## src/sblc_consts.svh

```systemverilog
// Constants for the switch bus lock control block.
// Assumes inclusion by bare name from package and modules.
`ifndef SBLC_CONSTS_SVH
`define SBLC_CONSTS_SVH
`define SBLC_NUM_DN_PORTS 4
`define SBLC_PORT_W 2
`define SBLC_TYPE_W 3
`define SBLC_PQ_CNT_W 4
`endif

```

## src/sblc_pkg.sv

```systemverilog
// Types for the switch bus lock control block.
// Assumes sblc_consts.svh is on the include path.
`include "sblc_consts.svh"
package sblc_pkg;
  // Packet kinds seen by the lock tracker.
  typedef enum logic [`SBLC_TYPE_W-1:0] {
    SBLC_TLP_MWR    = 3'h0,
    SBLC_TLP_MRDLK  = 3'h1,
    SBLC_TLP_CPLDLK = 3'h2,
    SBLC_TLP_CPLLK  = 3'h3,
    SBLC_TLP_UNLOCK = 3'h4,
    SBLC_TLP_OTHER  = 3'h5
  } sblc_tlp_type;
  // Lock states of the switch.
  typedef enum logic [1:0] {
    SBLC_ST_IDLE    = 2'h0,
    SBLC_ST_DN_LOCK = 2'h1,
    SBLC_ST_SW_LOCK = 2'h2,
    SBLC_ST_FAILED  = 2'h3
  } sblc_state_type;
endpackage : sblc_pkg

```

## src/sblc_if.sv

```systemverilog
// Interface joining the switch lock tracker and the root-side end.
// Assumes one shared clock and reset.
`timescale 1ns/1ps
`include "sblc_consts.svh"
interface sblc_if (
  input wire logic CLK,
  input wire logic RST_N
);
  import sblc_pkg::*;
  logic                    us_valid;
  sblc_pkg::sblc_tlp_type  us_type;
  logic [`SBLC_PORT_W-1:0] us_port;
  logic                    us_ready;
  logic                    dn_valid;
  sblc_pkg::sblc_tlp_type  dn_type;
  logic [`SBLC_PORT_W-1:0] dn_port;
  logic                    locked;
  modport dev (input us_valid, us_type, us_port, dn_valid, dn_type,
               dn_port, output us_ready, locked);
  modport root (output us_valid, us_type, us_port, dn_valid, dn_type,
                dn_port, input us_ready, locked);
endinterface : sblc_if

```

## src/sblc_switch.sv

```systemverilog
// Switch end: tracks locked sequences and blocks competing packets.
// Assumes packet events arrive on the interface, same clock.
// Operation
// - Only one lock sequence at once
// - Lock by locked read, success, unlock
// - Locked read locks its downstream port
// - Posted queue to port drains first
// - Downstream-only lock blocks nothing else (code still holds peer requests from ports other than the locked one)
// - Locked data completion locks whole switch
// - Posted queue upstream drains before completion
// - Failed lock held until Unlock
// - Root always ends with Unlock
// - Internal registers stay reachable while locked
// - Root avoids config access while locked
// - Partners send only permitted packets
// - Later locked reads leave state unchanged
// - Writes to locked device pass unchanged
// - Locked ports may still insert messages
// - Unlock forwards, clears, unblocks
// - Unlock waits for earlier posted writes
// - Blocked packets are delayed, not dropped
// - Root targets only the locked port
// - Lock state visible as status flag
`timescale 1ns/1ps
`include "sblc_consts.svh"
module sblc_switch #(
  parameter int NUM_DN = `SBLC_NUM_DN_PORTS
) (
  input  wire logic                     CLK,
  input  wire logic                     RST_N,
  sblc_if.dev                           LNK,
  input  wire logic [NUM_DN-1:0]        PQ_EMPTY,
  input  wire logic [NUM_DN-1:0]        UPQ_EMPTY,
  input  wire logic                     US_PQ_EMPTY,
  input  wire logic [NUM_DN-1:0]        DN_REQ,
  input  wire logic [NUM_DN-1:0]        DN_TO_US,
  input  wire logic [NUM_DN-1:0]        DN_MSG,
  output logic                          LOCKRD_FWD,
  output logic                          CPLD_FWD,
  output logic                          UNLOCK_FWD,
  output logic [`SBLC_PORT_W-1:0]       FWD_PORT,
  output logic [NUM_DN-1:0]             DN_GRANT,
  output logic [NUM_DN-1:0]             PORT_LOCKED,
  output logic                          SWITCH_LOCKED_FLAG
);
  import sblc_pkg::*;

  // Port numbers must fit the port field of the link.
  if (NUM_DN < 1 || NUM_DN > (1 << `SBLC_PORT_W)) begin : g_bad_num_dn
    $error("NUM_DN out of range");
  end

  localparam int PW = `SBLC_PORT_W;

  sblc_state_type          state_reg;
  logic [`SBLC_PORT_W-1:0] lock_port_reg;
  logic                    rd_pend_reg;
  logic                    cpl_pend_reg;
  logic                    unl_pend_reg;
  logic                    take_us;
  logic                    us_acc;
  logic                    cpl_hit;
  logic                    rd_go;
  logic                    cpl_go;
  logic                    unl_go;

  ////////////////////////////////////////////////////////////////////////
  // Upstream packets are held off while a lock step waits for posted drain.
  assign take_us = !(rd_pend_reg || cpl_pend_reg || unl_pend_reg);
  // A packet is taken only where valid meets the registered ready.
  assign us_acc  = LNK.us_valid && LNK.us_ready;
  // Locked completion from the locked port while any lock is held.
  assign cpl_hit = LNK.dn_valid && (LNK.dn_port == lock_port_reg) &&
                   (state_reg != SBLC_ST_IDLE) &&
                   (LNK.dn_type == SBLC_TLP_CPLDLK ||
                    LNK.dn_type == SBLC_TLP_CPLLK);
  // Each forward goes out once the posted queue ahead of it is empty.
  assign rd_go   = rd_pend_reg && PQ_EMPTY[lock_port_reg];
  assign cpl_go  = cpl_pend_reg && UPQ_EMPTY[lock_port_reg];
  assign unl_go  = unl_pend_reg && US_PQ_EMPTY;

  ////////////////////////////////////////////////////////////////////////
  // Lock state and locked port; reset leaves every port unblocked.
  always_ff @(posedge CLK or negedge RST_N) begin
    if (!RST_N) begin
      state_reg     <= SBLC_ST_IDLE;
      lock_port_reg <= '0;
    end else begin
      // Only an idle switch starts a sequence; writes never touch it.
      if (us_acc && LNK.us_type == SBLC_TLP_MRDLK &&
          state_reg == SBLC_ST_IDLE) begin
        state_reg     <= SBLC_ST_DN_LOCK;
        lock_port_reg <= LNK.us_port;
      end
      // The first completion decides between whole lock and failure.
      if (cpl_hit && state_reg == SBLC_ST_DN_LOCK) begin
        if (LNK.dn_type == SBLC_TLP_CPLDLK)
          state_reg <= SBLC_ST_SW_LOCK;
        else
          state_reg <= SBLC_ST_FAILED;
      end
      // Unlock clears the lock once earlier posted writes have drained.
      if (unl_go)
        state_reg <= SBLC_ST_IDLE;
    end
  end

  // Every locked read, first or later, waits for its port's posted queue.
  always_ff @(posedge CLK or negedge RST_N) begin
    if (!RST_N)
      rd_pend_reg <= 1'b0;
    else if (us_acc && LNK.us_type == SBLC_TLP_MRDLK)
      rd_pend_reg <= 1'b1;
    else if (rd_go)
      rd_pend_reg <= 1'b0;
  end

  // A new completion wins over the drain that retires the previous one.
  always_ff @(posedge CLK or negedge RST_N) begin
    if (!RST_N)
      cpl_pend_reg <= 1'b0;
    else if (cpl_hit)
      cpl_pend_reg <= 1'b1;
    else if (cpl_go)
      cpl_pend_reg <= 1'b0;
  end

  // Unlock waits here until the upstream posted queue has drained.
  always_ff @(posedge CLK or negedge RST_N) begin
    if (!RST_N)
      unl_pend_reg <= 1'b0;
    else if (us_acc && LNK.us_type == SBLC_TLP_UNLOCK &&
             state_reg != SBLC_ST_IDLE)
      unl_pend_reg <= 1'b1;
    else if (unl_go)
      unl_pend_reg <= 1'b0;
  end

  ////////////////////////////////////////////////////////////////////////
  // Forwarding strobes toward the port queues.
  always_ff @(posedge CLK or negedge RST_N) begin
    if (!RST_N) begin
      LOCKRD_FWD <= 1'b0;
      CPLD_FWD   <= 1'b0;
      UNLOCK_FWD <= 1'b0;
      FWD_PORT   <= '0;
    end else begin
      LOCKRD_FWD <= rd_go;
      CPLD_FWD   <= cpl_go;
      UNLOCK_FWD <= unl_go;
      FWD_PORT   <= lock_port_reg;
    end
  end

  ////////////////////////////////////////////////////////////////////////
  // Per-port grant: blocked requests are simply not granted and wait.
  // A peer request from any port other than the locked one is held (delayed) until unlock.
  function automatic logic port_peer_hit(input int idx);
    return (state_reg != SBLC_ST_IDLE) && DN_REQ[idx] && !DN_TO_US[idx] &&
           (lock_port_reg != PW'(idx));
  endfunction : port_peer_hit

  genvar g;
  generate
    for (g = 0; g < NUM_DN; g++) begin : g_port
      logic is_lock;
      logic blk;
      assign is_lock = (state_reg != SBLC_ST_IDLE) &&
                       (lock_port_reg == PW'(g));
      // Downstream-only lock blocks only peer requests from ports other than the locked one.
      assign blk = (state_reg == SBLC_ST_DN_LOCK) ? 1'b0 :
                   (state_reg != SBLC_ST_IDLE) && !is_lock &&
                   DN_TO_US[g];
      always_ff @(posedge CLK or negedge RST_N) begin
        if (!RST_N) begin
          DN_GRANT[g]    <= 1'b0;
          PORT_LOCKED[g] <= 1'b0;
        end else begin
          // Inserted messages from the locked port always pass.
          DN_GRANT[g]    <= DN_REQ[g] && (!blk || (is_lock && DN_MSG[g]))
                            && !port_peer_hit(g);
          PORT_LOCKED[g] <= is_lock;
        end
      end
    end
  endgenerate

  ////////////////////////////////////////////////////////////////////////
  // Status flag and handshake outputs; SMBus path is never gated here.
  always_ff @(posedge CLK or negedge RST_N) begin
    if (!RST_N) begin
      SWITCH_LOCKED_FLAG <= 1'b0;
      LNK.locked         <= 1'b0;
    end else begin
      SWITCH_LOCKED_FLAG <= (state_reg == SBLC_ST_SW_LOCK);
      LNK.locked         <= (state_reg == SBLC_ST_SW_LOCK);
    end
  end

  ////////////////////////////////////////////////////////////////////////
  // Ready drops on the edge that takes a packet or starts a lock step, so
  // a high ready always means the switch can take the next packet.
  always_ff @(posedge CLK or negedge RST_N) begin
    if (!RST_N)
      LNK.us_ready <= 1'b0;
    else
      LNK.us_ready <= take_us && !us_acc && !cpl_hit;
  end
endmodule : sblc_switch

```

## src/flat_wrapper.sv

```systemverilog
// flat-port wrapper written by rule: the top's interface ports become plain ports
module sblc_switch_flat import sblc_pkg::*;
#(
  parameter int NUM_DN = `SBLC_NUM_DN_PORTS
)
  (CLK, RST_N, PQ_EMPTY, UPQ_EMPTY, US_PQ_EMPTY, DN_REQ, DN_TO_US, DN_MSG, LOCKRD_FWD, CPLD_FWD, UNLOCK_FWD, FWD_PORT, DN_GRANT, PORT_LOCKED, SWITCH_LOCKED_FLAG, LNK_us_valid, LNK_us_type, LNK_us_port, LNK_dn_valid, LNK_dn_type, LNK_dn_port, LNK_us_ready, LNK_locked);
  sblc_if LNK_i (.CLK(CLK), .RST_N(RST_N));
  input  wire logic CLK;
  input  wire logic RST_N;
  input  wire logic [NUM_DN-1:0] PQ_EMPTY;
  input  wire logic [NUM_DN-1:0] UPQ_EMPTY;
  input  wire logic US_PQ_EMPTY;
  input  wire logic [NUM_DN-1:0] DN_REQ;
  input  wire logic [NUM_DN-1:0] DN_TO_US;
  input  wire logic [NUM_DN-1:0] DN_MSG;
  output logic LOCKRD_FWD;
  output logic CPLD_FWD;
  output logic UNLOCK_FWD;
  output logic [`SBLC_PORT_W-1:0] FWD_PORT;
  output logic [NUM_DN-1:0] DN_GRANT;
  output logic [NUM_DN-1:0] PORT_LOCKED;
  output logic SWITCH_LOCKED_FLAG;
  input wire logic [$bits(LNK_i.us_valid)-1:0] LNK_us_valid;
  input wire logic [$bits(LNK_i.us_type)-1:0] LNK_us_type;
  input wire logic [$bits(LNK_i.us_port)-1:0] LNK_us_port;
  input wire logic [$bits(LNK_i.dn_valid)-1:0] LNK_dn_valid;
  input wire logic [$bits(LNK_i.dn_type)-1:0] LNK_dn_type;
  input wire logic [$bits(LNK_i.dn_port)-1:0] LNK_dn_port;
  output wire logic [$bits(LNK_i.us_ready)-1:0] LNK_us_ready;
  output wire logic [$bits(LNK_i.locked)-1:0] LNK_locked;
  assign LNK_i.us_valid = LNK_us_valid;
  assign LNK_i.us_type = LNK_us_type;
  assign LNK_i.us_port = LNK_us_port;
  assign LNK_i.dn_valid = LNK_dn_valid;
  assign LNK_i.dn_type = LNK_dn_type;
  assign LNK_i.dn_port = LNK_dn_port;
  assign LNK_us_ready = LNK_i.us_ready;
  assign LNK_locked = LNK_i.locked;
  sblc_switch #(.NUM_DN(NUM_DN)) u_core (.CLK(CLK), .RST_N(RST_N), .LNK(LNK_i), .PQ_EMPTY(PQ_EMPTY), .UPQ_EMPTY(UPQ_EMPTY), .US_PQ_EMPTY(US_PQ_EMPTY), .DN_REQ(DN_REQ), .DN_TO_US(DN_TO_US), .DN_MSG(DN_MSG), .LOCKRD_FWD(LOCKRD_FWD), .CPLD_FWD(CPLD_FWD), .UNLOCK_FWD(UNLOCK_FWD), .FWD_PORT(FWD_PORT), .DN_GRANT(DN_GRANT), .PORT_LOCKED(PORT_LOCKED), .SWITCH_LOCKED_FLAG(SWITCH_LOCKED_FLAG));
endmodule
```

## config.mk

```make
export PLATFORM = sky130hd
export DESIGN_NAME = sblc_switch_flat
export DESIGN_NICKNAME = d
export VERILOG_FILES = /design/src/sblc_pkg.sv /design/src/sblc_if.sv /design/src/sblc_switch.sv /design/src/flat_wrapper.sv
export VERILOG_INCLUDE_DIRS = /design/src /design/src/src
export SDC_FILE = /design/constraint.sdc
export NUM_CORES = 1
export LEC_CHECK = 0
export ABC_AREA = 1
export BUFFER_PORTS_ARGS = -buffer_cell sky130_fd_sc_hd__clkbuf_2
export CAP_MARGIN = 25
export CORE_MARGIN = 2
export CORE_UTILIZATION = 46
export CTS_CLUSTER_SIZE = 30
export DETAILED_ROUTE_END_ITERATION = 7
export PLACE_DENSITY = 0.92
export SLEW_MARGIN = 5
export SYNTH_ARGS = -nofsm -noshare
export SYNTH_HDL_FRONTEND = slang
export SYNTH_SLANG_ARGS = --single-unit
```

## constraint.sdc

```tcl
create_clock -name CLK -period 2.7 [get_ports CLK]
set_input_delay 0.54 -clock CLK [delete_from_list [all_inputs] [get_ports CLK]]
set_output_delay 0.54 -clock CLK [all_outputs]
set_load 0.01 [all_outputs]
```

* After elaboration in Yosys (flattened, before gate mapping)
Index checks and enable logic that the tools add are counted.
Cells by class: $lt $le $gt $ge 1, equality and inequality tests 13, muxes and demuxes 18, reductions and logical operators 84
Operators by type and width (number):
- $logic_and A1 B1 Y1 | 50
- $logic_not A1 Y1 | 19
- $mux W1 | 13
- $reduce_bool A2 Y1 | 5
- $logic_or A1 B1 Y1 | 7
- $eq A2 B2 Y1 const B | 3
- $eq A3 B2 Y1 const B | 2
- $mux W2 | 3
- $bmux W1 S2 | 2
- $eq A2 B1 Y1 const B | 2
- $logic_not A2 Y1 | 2
- $ne A2 B2 Y1 const B | 2
- $eq A3 B1 Y1 const B | 1
- $eq A3 B3 Y1 const B | 1
- $lt A2 B3 Y1 const B | 1
- $reduce_bool A3 Y1 | 1
- $eq A2 B2 Y1 | 1
- $ne A2 B1 Y1 const B | 1
Storage, ports and cells: register bits after elaboration 22, input port bits 35, output and inout bits 16, word-level logic and storage cells 135

* Longest topological paths before layout
depth after elaboration 10, mapped depth 8, mapped depth without buffers 8

* Worst setup path after synthesis
Ideal clock, no wire load.
kind input to register, from input port LNK_dn_type[1], to register u_core.state_reg[0], data arrival time 1028 ps, slack 1559 ps, stages 7, path buffers 0, cell sequence inv_1 -> nor2_1 -> nand3_2 -> nor2_2 -> nand3_1 -> nand2_1 -> inv_1
On the way: longest elaborated chain between the ends 6, elaborated cells between the ends (all ways) 9
RTL lines:
- start: declaration | line flat_wrapper.sv:27 | input wire logic [$bits(LNK_i.dn_type)-1:0] LNK_dn_type;
- $eq A3 B2 Y1, on equally long branches | line sblc_switch.sv:75, sblc_switch.sv:97, sblc_switch.sv:76
- $logic_or A1 B1 Y1 | line sblc_switch.sv:75 | (LNK.dn_type == SBLC_TLP_CPLDLK ||
- $logic_and A1 B1 Y1 | line sblc_switch.sv:74 | (state_reg != SBLC_ST_IDLE) &&
- $logic_and A1 B1 Y1 | line sblc_switch.sv:96 | if (cpl_hit && state_reg == SBLC_ST_DN_LOCK) begin
- $mux W2 | line sblc_switch.sv:96
- $mux W2 | line sblc_switch.sv:103 | if (unl_go)
- end signal: assignment | line sblc_switch.sv:98 | state_reg <= SBLC_ST_SW_LOCK;
- end signal: assignment | line sblc_switch.sv:100 | state_reg <= SBLC_ST_FAILED;
- end signal: assignment | line sblc_switch.sv:104 | state_reg <= SBLC_ST_IDLE;
- end: declaration | line sblc_switch.sv:55 | sblc_state_type state_reg;
Several ways; a longest one is shown, not always the timed one. A chain may end at the register's enable or synchronous reset.

* Final worst setup path
from register u_core.LNK.us_ready, to output port LNK_us_ready
RTL lines:
- start: declaration | line sblc_if.sv:19 | dn_port, output us_ready, locked);
- start signal: assignment | line sblc_switch.sv:207 | LNK.us_ready <= take_us && !us_acc && !cpl_hit;
- end: declaration | line flat_wrapper.sv:29 | output wire logic [$bits(LNK_i.us_ready)-1:0] LNK_us_ready;
No word-level cell between the ends.

==> impl_results.md <==
- Worst EP required: roughly 2.2 ns
- Initial antenna violation count: 0
- Clk_lat worst skew: about 0.30 ns
- Seq/Total Area, Yosys: approximately 58%
- Cell leakage power: ~0.72 nW
- Commonest non-fill, non-tap cell in the layout: clkbuf_2
- Power per cell area: 948 mW/mm^2
- DIE WIDTH: 49.5 um
- Area Overhead vs Synth: 32.5%
- Sink Count: 22
- Hold Crit Class: in -> async
- Yosys cell types: 20
- Detailed Place HPWL: between 1500 and 2000 um
- Largest net degree at the start of global routing: 23
- Final Hold Slack: around 0.19 ns
- Setup TNS: 0 ns
- Drt wl/cell: roughly 11 um
- Mapped Area: around 950 um^2
- Worst Path Buf+Inv: 1
- H-tree Lvls: 1
- Worst Skew: between 0.01 and 0.015 ns
- Layout net count: roughly 190
- Crit-path max cell delay: ~0.42 ns
- CTS tree: built
- Final instance area: 0.00126 mm^2
- CP Cell Sequence: clkbuf_2
- Rows: 16
- Fin crit share: a little over 50%
- Worst vdd ir: 510 uV
- Crit path time final: between 1 and 1.5 ns
- CP startpoint: u_core.LNK.us_ready$_DFF_PN0_
- Final setup margin: between 1 and 1.5 ns
- Fill count: approximately 180
- Initial Utilization: between 40% and 50%
- Die height: ~49 um
- Worst reg2reg startpoint: u_core.lock_port_reg[0]$_DFFE_PN0P_
- Post-CTS setup buffers: 0
- Fin. Hold Viols: 0
- Critical Path Fanout Max: 2
- WP data arrival: 0.85 ns
- Gp weighted congestion: just over 0.8
- Crit start category: flop
- Total grt overflow: 0
- Status: complete, no violations
- Max-Cap Viols: 0
- Largest cells by area after synthesis: dfrtp_1, nand2_1, inv_1, nor2_1, nand3_1
- Area leader, netlist: dfrtp_1
- Bufs on Longest Clock Path: 2
- Placed Instance Area: roughly 0.0012 mm^2
- Syn nets: 142
- GRT Overall Usage: ~18%
- Number of global-route vias before repair: around 790
- Synth top area share: around 58%
- Crit path max-delay cell type: dfrtp_1
- Registers with the most flip-flops: u_core.DN_GRANT (4), u_core.PORT_LOCKED (4)
- Crit path max-delay family: flip-flops
- CP Capture Type: output port
- Diode count: 0
- Core Region: around 0.0020 mm^2
- Initial detailed-routing violation count: 22
- Place WS: 1.36 ns
- Finish-stage setup viols: 0
- Synth Register Bits: 22
- Placed Cells: between 150 and 200
- First-pass DRT Iterations: 4
- Syn Area/Cell: between 8 and 9 um^2
- Via count: approximately 880
- Ports: 51
- RSZ-0062 raised after global routing: no
- Port Buffers: 46
- Tightest Pin Transition: between 0.5 and 0.6 ns
- Post-Layout Cell Count: 183
- CTS buffer count: 3
- Rel. slew slack: 63.8%
- Die area: approximately 0.0024 mm^2
- Cells after synthesis: approximately 110
- Max Slew Vio Count: 0
- Synth warn: 0
- Final wirelength: about 2100 um
- First-pass GRT wire length: between 3000 and 4000 um
- Post-route DRC: 0
- Commonest non-fill, non-tap cells in the layout: clkbuf_2, dfrtp_1, nand2_1, inv_1, nor2_1
- Hold Buf Count CTS: 0
- Layout cells sized above 1: 37.2%
- Root Driver: clkbuf_4
- Resized cells post-CTS: 0
- Vias per cell: ~4.8
- WS Path Type: reg -> out
- Clk pin slew, worst setup/hold paths: approximately 0.12 ns
- Highest Clock Rate: about 720 MHz
- DRT antenna net count: 0
cell families after synthesis:
| kind of cell | synth area share, % |
|---|---|
| AO/OA/AOI/OAI | 12.0 |
| buffers and inverters | 8.29 |
| AND/OR/NAND/NOR | 21.8 |
| flip-flops | 57.9 |
through the flow:
stage | total power, mW | utilization, %
5_1_grt | 1.27 | 64.2
3_3_place_gp | 0.928 | 61.5
4_1_cts | 1.20 | 64.2
3_5_place_dp | 0.949 | 61.5
2_1_floorplan | 0.780 | -
6_report | 1.19 | 64.2
cell type report:
class | instances | area (um^2) | share of cell area [%]
Timing Repair Buffer | 46 | 230 | 18.3
Inverter | 19 | 71.3 | 5.66
Clock buffer | 3 | 22.5 | 1.79
Tap cell | 27 | 33.8 | 2.68
Sequential cell | 22 | 551 | 43.7
Clock inverter | 1 | 30.0 | 2.38
Multi-Input combinational cell | 65 | 322 | 25.5
path summary, 6_finish.rpt:
check,endpoint,slack [ns],depth (start not counted)
min reg2reg,u_core.LNK.locked$_DFF_PN0_,0.51,1
min,u_core.PORT_LOCKED[1]$_DFF_PN0_,0.19,1
max reg2reg,u_core.state_reg[0]$_DFFE_PN0P_,1.49,7
min in group CLK,u_core.lock_port_reg[0]$_DFFE_PN0P_,0.43,3
max,LNK_us_ready,1.31,1
max in group asynchronous,u_core.LNK.locked$_DFF_PN0_,2.14,1
routing by layer:
layer  vias to the layer above  track usage, %  wire length, um
li1                        437               -                -
met1                       388            22.1              886
met2                        48            30.6             1030
met3                         2            3.33              166
met4                         0            7.41               19
met5                         -               0                0
cell usage after synthesis, drive strengths merged:
library cell,n
a21oi,4
nand2,21
nor2,16
nor3,1
a22oi,1
nand3,8
buf,1
a31oi,1
a21boi,4
nand4,1
o21ai,7
dfrtp,22
o22ai,1
inv,19
where the power goes:
group | switching (mW) | internal (mW)
logic | 0.268 | 0.159
clock network | 0.0959 | 0.150
registers | 0.0844 | 0.438
worst register-to-register path, cell delays in order, from the launching register on:
cell	delay [ns]
dfrtp_1	0.51
inv_2	0.11
nand2_2	0.07
nand3_2	0.08
nor2_2	0.15
nand3_1	0.08
nand2_1	0.07
inv_1	0.04
Power figures use the tool's default switching activity.
